## config.mk

```make
export PLATFORM = sky130hd
export DESIGN_NAME = cvt_regbank
export DESIGN_NICKNAME = d
export VERILOG_FILES = /design/src/logic/cvt_pkg.sv /design/src/logic/cvt_rdmux.sv /design/src/logic/cvt_regbank.sv
export SDC_FILE = /design/constraint.sdc
export NUM_CORES = 1
export LEC_CHECK = 0
export BUFFER_PORTS_ARGS = -buffer_cell sky130_fd_sc_hd__buf_2
export CELL_PAD_IN_SITES_DETAIL_PLACEMENT = 1
export CELL_PAD_IN_SITES_GLOBAL_PLACEMENT = 2
export CORE_MARGIN = 2
export CORE_UTILIZATION = 30
export DETAILED_ROUTE_END_ITERATION = 10
export PLACE_DENSITY_LB_ADDON = 0.1
export SYNTH_ARGS = -nofsm -noshare
export SYNTH_HDL_FRONTEND = slang
export SYNTH_SLANG_ARGS = --single-unit
export TNS_END_PERCENT = 100
```

## constraint.sdc

```tcl
create_clock -name core_clk -period 5.4 [get_ports core_clk]
set_clock_uncertainty 0.2 [all_clocks]
set_input_delay 0 -clock core_clk [delete_from_list [all_inputs] [get_ports core_clk]]
set_output_delay 0 -clock core_clk [all_outputs]
set_load 0.1 [all_outputs]
```

## src/logic/cvt_pkg.sv

```systemverilog
// constants shared by the comm-verify and tuning-unlock register bank
package cvt_pkg;
	localparam logic [15:0] CVT_ADDR_KEY      = 16'he7fe;
	localparam logic [15:0] CVT_ADDR_TUNE     = 16'he90c;
	localparam logic [15:0] CVT_ADDR_CFG3     = 16'he618;
	localparam logic [15:0] CVT_ADDR_LASTADR  = 16'he9fe;
	localparam logic [15:0] CVT_ADDR_LASTDAT  = 16'he9ff;
	localparam logic [15:0] CVT_WAVE_LO       = 16'he880;
	localparam logic [15:0] CVT_WAVE_HI       = 16'he89f;
	localparam logic [7:0]  CVT_KEY_UNLOCK    = 8'had;
	localparam logic [7:0]  CVT_KEY_RELOCK    = 8'h00;
	localparam logic [15:0] CVT_TUNE_RESET    = 16'h0000;
	localparam logic [7:0]  CVT_CFG3_RESET    = 8'h00;
	localparam int          CVT_CFG3_HPEN_BIT = 0;
	localparam int          CVT_NUM_PATHS     = 7;
	localparam int          CVT_PATH_VC       = 6;
	typedef enum logic [1:0] {
		CVT_LOCKED   = 2'b00,
		CVT_KEYED    = 2'b01,
		CVT_TUNED    = 2'b10
	} cvt_lock_e;
endpackage

```

## src/logic/cvt_rdmux.sv

```systemverilog
`timescale 1ns/10ps
// read data selector for the register bank, registered output
module cvt_rdmux
	import cvt_pkg::*;
(
	// clock and reset
	input  wire logic        core_clk,
	input  wire logic        sys_rst,
	input  wire logic        clk_en,
	// selection
	input  wire logic        rd_stb,
	input  wire logic [15:0] rd_addr,
	input  wire logic [15:0] tune_val,
	input  wire logic [7:0]  cfg3_val,
	input  wire logic [15:0] last_addr_val,
	input  wire logic [31:0] last_data_val,
	input  wire logic [31:0] ext_rdata,
	// result
	output logic      [31:0] rdata
);
	logic [31:0] rdata_reg;
	logic [31:0] rdata_next;

	always_comb begin
		rdata_next = rdata_reg;
		if (rd_stb) begin
			unique case (rd_addr)
				CVT_ADDR_TUNE:    rdata_next = {16'h0000, tune_val};
				CVT_ADDR_CFG3:    rdata_next = {24'h000000, cfg3_val};
				CVT_ADDR_LASTADR: rdata_next = {16'h0000, last_addr_val};
				CVT_ADDR_LASTDAT: rdata_next = last_data_val;
				// key location is write only and reads zero
				CVT_ADDR_KEY:     rdata_next = 32'h00000000;
				default:          rdata_next = ext_rdata;
			endcase
		end
	end

	always_ff @(posedge core_clk or posedge sys_rst) begin
		if (sys_rst)
			rdata_reg <= 32'h00000000;
		else if (clk_en)
			rdata_reg <= rdata_next;
	end

	assign rdata = rdata_reg;
endmodule

```

## src/logic/cvt_regbank.sv

```systemverilog
`timescale 1ns/10ps
// comm-verify capture, keyed tuning register and high-pass enable bank
module cvt_regbank
	import cvt_pkg::*;
(
	// clock and reset
	input  wire logic                     core_clk,
	input  wire logic                     sys_rst,
	input  wire logic                     clk_en,
	// register port, one access per strobe, from the serial front end
	input  wire logic                     acc_wr,
	input  wire logic                     acc_rd,
	input  wire logic                     acc_burst_spi,
	input  wire logic [15:0]              acc_addr,
	input  wire logic [31:0]              acc_wdata,
	input  wire logic [31:0]              ext_rdata,
	input  wire logic [31:0]              ext_rdata_next,
	output logic      [31:0]              acc_rdata,
	// comm-verify readback
	output logic      [15:0]              last_access_addr,
	output logic      [31:0]              last_access_data,
	// tuning and filter controls
	output logic      [15:0]              tuning_setting,
	output logic                          tuning_unlocked,
	output logic      [CVT_NUM_PATHS-1:0] highpass_filter_on
);
	cvt_lock_e   lock_reg;
	cvt_lock_e   lock_next;
	logic [15:0] tune_reg;
	logic [15:0] tune_next;
	logic [7:0]  cfg3_reg;
	logic [7:0]  cfg3_next;
	logic [15:0] laddr_reg;
	logic [15:0] laddr_next;
	logic [31:0] ldata_reg;
	logic [31:0] ldata_next;
	logic        any_acc;
	logic        in_wave;
	logic [31:0] rd_word;

	assign any_acc = acc_wr | acc_rd;
	assign in_wave = (acc_addr >= CVT_WAVE_LO) && (acc_addr <= CVT_WAVE_HI);

	// keyed unlock sequence; any stray access drops the key
	always_comb begin
		lock_next = lock_reg;
		tune_next = tune_reg;
		if (any_acc) begin
			unique case (lock_reg)
				CVT_LOCKED: begin
					if (acc_wr && acc_addr == CVT_ADDR_KEY
					    && acc_wdata[7:0] == CVT_KEY_UNLOCK)
						lock_next = CVT_KEYED;
				end
				CVT_KEYED: begin
					if (acc_wr && acc_addr == CVT_ADDR_TUNE) begin
						tune_next = acc_wdata[15:0];
						lock_next = CVT_TUNED;
					end else
						lock_next = CVT_LOCKED;
				end
				CVT_TUNED: begin
					// relock on closing 0x00 or on anything else
					lock_next = CVT_LOCKED;
				end
				default: lock_next = CVT_LOCKED;
			endcase
		end
	end

	// config register: all 8 bits are stored and read back; only the enable bit drives logic here
	always_comb begin
		cfg3_next = cfg3_reg;
		if (acc_wr && acc_addr == CVT_ADDR_CFG3)
			cfg3_next = acc_wdata[7:0];
	end

	// word that a read returns, as seen by the capture logic
	always_comb begin
		unique case (acc_addr)
			CVT_ADDR_TUNE:    rd_word = {16'h0000, tune_reg};
			CVT_ADDR_CFG3:    rd_word = {24'h000000, cfg3_reg};
			CVT_ADDR_LASTADR: rd_word = {16'h0000, laddr_reg};
			CVT_ADDR_LASTDAT: rd_word = ldata_reg;
			CVT_ADDR_KEY:     rd_word = 32'h00000000;
			default:          rd_word = ext_rdata;
		endcase
	end

	// last-access capture; the burst spi waveform slip is reproduced
	always_comb begin
		laddr_next = laddr_reg;
		ldata_next = ldata_reg;
		if (acc_rd) begin
			if (acc_burst_spi && in_wave) begin
				laddr_next = acc_addr + 16'h0001;
				ldata_next = ext_rdata_next;
			end else begin
				// i2c and single spi reads are captured exactly
				laddr_next = acc_addr;
				ldata_next = rd_word;
			end
		end
	end

	always_ff @(posedge core_clk or posedge sys_rst) begin
		if (sys_rst) begin
			lock_reg  <= CVT_LOCKED;
			tune_reg  <= CVT_TUNE_RESET;
			cfg3_reg  <= CVT_CFG3_RESET;
			laddr_reg <= 16'h0000;
			ldata_reg <= 32'h00000000;
		end else if (clk_en) begin
			lock_reg  <= lock_next;
			tune_reg  <= tune_next;
			cfg3_reg  <= cfg3_next;
			laddr_reg <= laddr_next;
			ldata_reg <= ldata_next;
		end
	end

	cvt_rdmux u_rdmux (
		.core_clk      (core_clk),
		.sys_rst       (sys_rst),
		.clk_en        (clk_en),
		.rd_stb        (acc_rd),
		.rd_addr       (acc_addr),
		.tune_val      (tune_reg),
		.cfg3_val      (cfg3_reg),
		.last_addr_val (laddr_reg),
		.last_data_val (ldata_reg),
		.ext_rdata     (ext_rdata),
		.rdata         (acc_rdata)
	);

	// filter enables per path: ia ib ic in va vb vc
	genvar gi;
	generate
		for (gi = 0; gi < CVT_NUM_PATHS; gi++) begin : g_hp
			if (gi == CVT_PATH_VC) begin : g_vc
				// silicon fault: no bypass exists for this path
				assign highpass_filter_on[gi] = 1'b1;
			end else begin : g_oth
				assign highpass_filter_on[gi] =
					cfg3_reg[CVT_CFG3_HPEN_BIT];
			end
		end
	endgenerate

	assign last_access_addr = laddr_reg;
	assign last_access_data = ldata_reg;
	assign tuning_setting   = tune_reg;
	assign tuning_unlocked  = (lock_reg == CVT_KEYED);
endmodule

```

======== Yosys cells after proc, flatten, opt, wreduce, memory -nomap -nowiden ========
Cells that the tools add are included.
cells by class
  equal/unequal tests ..................... 8
  order comparisons ....................... 2
  divide/modulo/power cells ............... 0
  $mul .................................... 0
  reduce and logical (&&, ||, !) cells .... 11
  add/subtract/negate cells ............... 1
  shifts and indexed selects .............. 0
  multiplexer cells ....................... 6
  bitwise gates (word level) .............. 1
operator list
  cell                     count
  $pmux W32 S5             1
  $eq A16 B16 Y1 const B   5
  $mux W32                 1
  $add A16 B1 Y16 const B  1
  $ge A16 B16 Y1 const B   1
  $le A16 B16 Y1 const B   1
  $mux W16                 1
  $eq A8 B8 Y1 const B     1
  $logic_and A1 B1 Y1      6
  $mux W2                  2
  $pmux W2 S2              1
  $reduce_and A2 Y1        2
  $reduce_and A4 Y1        1
  $reduce_and A3 Y1        1
  $eq A2 B1 Y1 const B     1
  $logic_not A2 Y1         1
  $ne A2 B2 Y1 const B     1
  $or A1 B1 Y1             1
storage, ports and cells
  bits in latches ......................... 0
  memory bits (writable) .................. 0
  memory bits (read-only) ................. 0
  flip-flop bits (word level) ............. 106
  output and inout port bits .............. 104
  word-level logic and storage cells ...... 35
  input port bits ......................... 118
  memories kept ........................... 0

======== Depth between registers and ports, before layout ========
  depth after elaboration ................. 5
  depth in mapped cells ................... 11
  depth with buffers taken out ............ 8

======== By module ========
From an unflattened synthesis, not the netlist that was laid out.
second synthesis, totals
  cells, all modules ...................... 580
  area, all modules ....................... 5770.5 um^2
modules (own cells, without submodules)
  module       cells an instance  sequential area each (um^2)  area each (um^2)  instances
  cvt_regbank  352                1851.8                       3743.6            1
  cvt_rdmux    228                800.8                        2026.9            1

======== Least setup slack after synthesis ========
Ideal clock, no wire load.
  path type ............................... input to register
  start ................................... input acc_addr[10]
  end ..................................... register ldata_reg[16], in the netlist last_access_data[16]
  library setup time ...................... 137 ps
  arrival ................................. 1695 ps
  buffers on the path ..................... 3
  required time ........................... 5063 ps
  cell stages on the path ................. 9
  slack ................................... 3368 ps
  cells stage by stage .................... or3b_4 -> or3_1 -> buf_6 -> a21oi_4 -> nor3_2 -> buf_6 -> buf_6 -> a22oi_2 -> a21oi_1
on the way
  longest elaborated chain between the ends .. 4
  elaborated cells between the ends (all ways) .. 11
  those cells by class .................... order compare: 2; eq/ne: 5; mux: 2; reduce/logical: 2
RTL lines
  item                                              RTL line            RTL
  start, declared                                   cvt_regbank.sv:14   input wire logic [15:0] acc_addr,
  $ge A16 B16 Y1 or $le A16 B16 Y1 (tied branches)  cvt_regbank.sv:42   assign in_wave = (acc_addr >= CVT_WAVE_LO) && (acc_addr <= CVT_WAVE_HI);
  $logic_and A1 B1 Y1                               cvt_regbank.sv:42
  $logic_and A1 B1 Y1                               cvt_regbank.sv:95   if (acc_burst_spi && in_wave) begin
  $mux W32 (*)                                      cvt_regbank.sv:95
  end signal, assigned                              cvt_regbank.sv:118  ldata_reg <= ldata_next;
  end, declared                                     cvt_regbank.sv:35   logic [31:0] ldata_reg;
Mark *: on every way between the ends. The rest lies on a longest branch, timed or not.
A chain may end at the register's enable or synchronous reset.

======== Final worst setup path ========
  start ................................... input acc_addr[0]
  end ..................................... register tune_reg[3], in the netlist tuning_setting[3]
on the way
  longest elaborated chain between the ends .. 3
RTL lines
  item                                RTL line            RTL
  $eq A16 B16 Y1                      cvt_regbank.sv:56   if (acc_wr && acc_addr == CVT_ADDR_TUNE) begin
  $logic_and A1 B1 Y1                 cvt_regbank.sv:56
  $reduce_and A4 Y1 (no source line)  -
  end signal, assigned                cvt_regbank.sv:115  tune_reg <= tune_next;
  end, declared                       cvt_regbank.sv:29   logic [15:0] tune_reg;
No other way between the ends.

==> impl_metrics.prom <==
# TYPE chip_impl_metric gauge
chip_impl_metric{name="fin_nets",unit=""} 919
chip_impl_metric{name="path_max_fanout",unit=""} 17
chip_impl_metric{name="slew_headroom",unit=""} 0.3170
chip_impl_metric{name="grt_start_max_net_pins",unit=""} 96
chip_impl_metric{name="detail_route_antenna_nets",unit=""} 0
chip_impl_metric{name="dp_hpwl",unit="mm"} 12.96
chip_impl_metric{name="crit_required",unit="ps"} 5430
chip_impl_metric{name="placementRows",unit=""} 47
chip_impl_metric{name="dr_total_vias",unit=""} 5163
chip_impl_metric{name="drt-vias-per-instance",unit=""} 5.042
chip_impl_metric{name="final_util",unit=""} 0.4726
chip_impl_metric{name="number_of_buffers_created_by_cts",unit=""} 9
chip_impl_metric{name="clk_pin_slew",unit="ps"} 80
chip_impl_metric{name="hold_viol_final",unit=""} 0
chip_impl_metric{name="buffer_levels_on_the_longest_clock_path",unit=""} 2
chip_impl_metric{name="fmax",unit="MHz"} 292.8
chip_impl_metric{name="post_synthesis_instance_total",unit=""} 483
chip_impl_info{name="yosys_most_used_dff",value="dfrtp_1"} 1
chip_impl_metric{name="cp.arrival",unit="ps"} 3450
chip_impl_metric{name="grt_antenna_before_repair",unit=""} 2
chip_impl_metric{name="cts.sinks",unit=""} 106
chip_impl_info{name="synth_top_cells_by_area",value="dfrtp_1 52%, nand2_1 6.0%, mux2_2 5.3%"} 1
chip_impl_metric{name="synth-seq-cells",unit=""} 106
chip_impl_metric{name="die_w",unit="um"} 134.1
chip_impl_info{name="yosysTopAreaCell",value="dfrtp_1"} 1
chip_impl_info{name="yosys.cell_count.top_type",value="dfrtp_1"} 1
chip_impl_metric{name="cts_setup_buffers",unit=""} 0
chip_impl_metric{name="total_power",unit="W"} 0.002518
chip_impl_metric{name="total_number_of_h_tree_levels",unit=""} 3
chip_impl_metric{name="grt_pass1_vias",unit=""} 5748
chip_impl_info{name="cts_tree",value="done"} 1
chip_impl_metric{name="worst_tran_pin_value",unit="ps"} 1025
chip_impl_metric{name="fraction_of_the_yosys_area_taken_by_sequential_cells",unit=""} 0.5224
chip_impl_metric{name="dieHeight",unit="um"} 134.1
chip_impl_metric{name="finalSetupTns",unit="ps"} 0
chip_impl_metric{name="overflow",unit=""} 0
chip_impl_metric{name="yosys.cell_types.count",unit=""} 52
chip_impl_metric{name="clock_insertion_delay_worst_skew",unit="ps"} 350
chip_impl_metric{name="final_layout_size_suffix_gt1_frac",unit=""} 0.3474
chip_impl_metric{name="detailedRoute.firstIterationViolations",unit=""} 277
chip_impl_metric{name="placed_instance_area",unit="um^2"} 6243
chip_impl_metric{name="pwr_density",unit="nW/um^2"} 321.3
chip_impl_metric{name="synth_top_area_frac",unit=""} 0.5224
chip_impl_metric{name="synth_edf_count",unit=""} 0
chip_impl_metric{name="layout.cell_area.non_filler",unit="um^2"} 7838
chip_impl_metric{name="initial_utilization",unit=""} 0.3062
chip_impl_metric{name="yosys_warnings",unit=""} 0
chip_impl_metric{name="grt_use_total",unit=""} 0.2257
chip_impl_metric{name="design.core.area",unit="um^2"} 16580
chip_impl_metric{name="placedCellCount",unit=""} 875
chip_impl_info{name="crit_path_start_kind",value="input port"} 1
chip_impl_metric{name="wire_length_of_the_first_global_routing_pass",unit="mm"} 31.46
chip_impl_info{name="unrepaired_setup_endpoints_after_global_routing",value="no"} 1
chip_impl_metric{name="design.die.area",unit="um^2"} 17980
chip_impl_info{name="clk_root_buffer_cell",value="clkbuf_16"} 1
chip_impl_metric{name="placement.io_buffers",unit=""} 204
chip_impl_metric{name="post_route_clock_period_utilization",unit=""} 0.6325
chip_impl_metric{name="wl_per_cell",unit="um"} 19.25
chip_impl_metric{name="dr.pass1.iters",unit=""} 5
chip_impl_metric{name="syn-cell-area",unit="um^2"} 5077
chip_impl_info{name="status",value="finished clean"} 1
chip_impl_info{name="hold_path.class",value="in -> async"} 1
chip_impl_metric{name="syn-num-nets",unit=""} 604
chip_impl_metric{name="period_minus_slack",unit="ps"} 3415
chip_impl_metric{name="maxSlewViolCount",unit=""} 0
chip_impl_metric{name="design.portCount",unit=""} 222
chip_impl_metric{name="gpl.final_weighted_congestion",unit=""} 0.8090
chip_impl_metric{name="final_setup_violation_count",unit=""} 0
chip_impl_metric{name="leakagePower",unit="nW"} 3.779
chip_impl_metric{name="totalWireLength",unit="mm"} 19.71
chip_impl_metric{name="irDropWorstVdd",unit="V"} 0.0001553
chip_impl_metric{name="areaGrowthSynthToFinish",unit="%"} 54.36
chip_impl_metric{name="post-route-drc-count",unit=""} 0
chip_impl_info{name="netlist_top_cells_count",value="106 x dfrtp_1, 81 x nand2_1, 39 x a21oi_1, 32 x o22ai_1"} 1
chip_impl_metric{name="synth_area_per_cell",unit="um^2"} 10.51
chip_impl_info{name="worst-setup-path-type",value="in -> reg"} 1
chip_impl_metric{name="instances_no_fill",unit=""} 1024
chip_impl_info{name="end_kind",value="flop"} 1
chip_impl_metric{name="async_flop_share",unit=""} 1.000
chip_impl_metric{name="maxCapViolations",unit=""} 0
## through the flow
stage / setup slack, ps / hold slack, ps
after floorplan: 2411 / -94.56
after global placement: 2281 / -48.04
after detailed placement: 2163 / -40.19
after CTS: 1988 / 122.2
after global routing: 1691 / 153.7
final: 1985 / 99.63
## layer usage
layer / GRT usage / routed length [um] / share of wire / up-vias
met5: 0 / 12 / 0.00061 / -
met4: 0.07251 / 375 / 0.019 / 2
met3: 0.04271 / 1005 / 0.051 / 27
met2: 0.3991 / 9905 / 0.50 / 149
met1: 0.2782 / 8415 / 0.43 / 2565
li1: - / - / - / 2420
## area by class of cell
class / count / area, um^2
sequential: 106 / 2653
inverter: 8 / 32.53
clock inverter: 4 / 33.78
timing repair buffer: 342 / 2387
multi-input combinational: 331 / 2217
fill: 1948 / 8746
tap: 220 / 275.3
antenna: 1 / 2.502
clock buffer: 12 / 236.5
## worst paths after layout
path,end,start,slack (ps),cells after the start
max in group asynchronous,cfg3_reg[0],sys_rst,3630,4
worst min register to register,u_rdmux.rdata[10],u_rdmux.rdata[10],280,2
worst max register to register,last_access_data[3],tuning_setting[3],3270,5
worst max-delay path,tuning_setting[3],acc_addr[0],1980,8
min in group core_clk,last_access_addr[0],acc_burst_spi,120,6
worst min-delay path,u_rdmux.rdata[2],sys_rst,100,3
## cells in the final DEF, fill, tap and decap left out, types with 4 or more instances in the layout
master         instances
nand2_1               80
a22o_1                 9
dlygate4sd3_1        132
a22oi_1                7
o21ai_1               12
o22ai_1               32
dfrtp_1              106
buf_2                204
o21ai_0               24
a21boi_0               7
a222oi_1              15
a22oi_2                9
a21oi_1               39
nor3_1                 5
mux2_2                24
clkbuf_16              9
nor4_1                 5
inv_1                  7
buf_4                  6
nor2_1                 4
mux2_4                 5
## report_power, final
| part | leakage [nW] | switching [W] | total (W) | internal [W] |
|---|---|---|---|---|
| logic | 2.33 | 0.000740 | 0.000958 | 0.000218 |
| clock network | 0.128 | 0.000313 | 0.000633 | 0.000320 |
| registers | 1.32 | 0.0000597 | 0.000928 | 0.000868 |
| total | 3.78 | 0.00111 | 0.00252 | 0.00141 |
## cells by family (layout without fill, tap and decap cells)
family | after synthesis | count (layout) | share of synthesized area
DFF | 106 | 106 | 0.5224
muxes | 30 | 30 | 0.06999
buffers and inverters | 46 | 366 | 0.04534
adders and majority gates | 3 | 3 | 0.007394
AOI/OAI and AO/OA | 167 | 167 | 0.2245
xor gates and xnor gates | 4 | 4 | 0.006901
and+or+nand+nor | 126 | 126 | 0.1227
other | 1 | 2 | 0.0007386
## worst max-delay path, stage by stage
cell,delay (ps)
dlygate4sd3_1,540
buf_2,150
inv_1,90
ha_1,190
nor4b_1,340
nor2b_1,780
nand4_2,820
mux2_2,530
## what timing repair did
action	in CTS	in global routing
hold buffers	132	0
hold endpoints to repair	158	0
gates resized for setup	0	0
No activity file was read; power rests on OpenSTA's default activity.
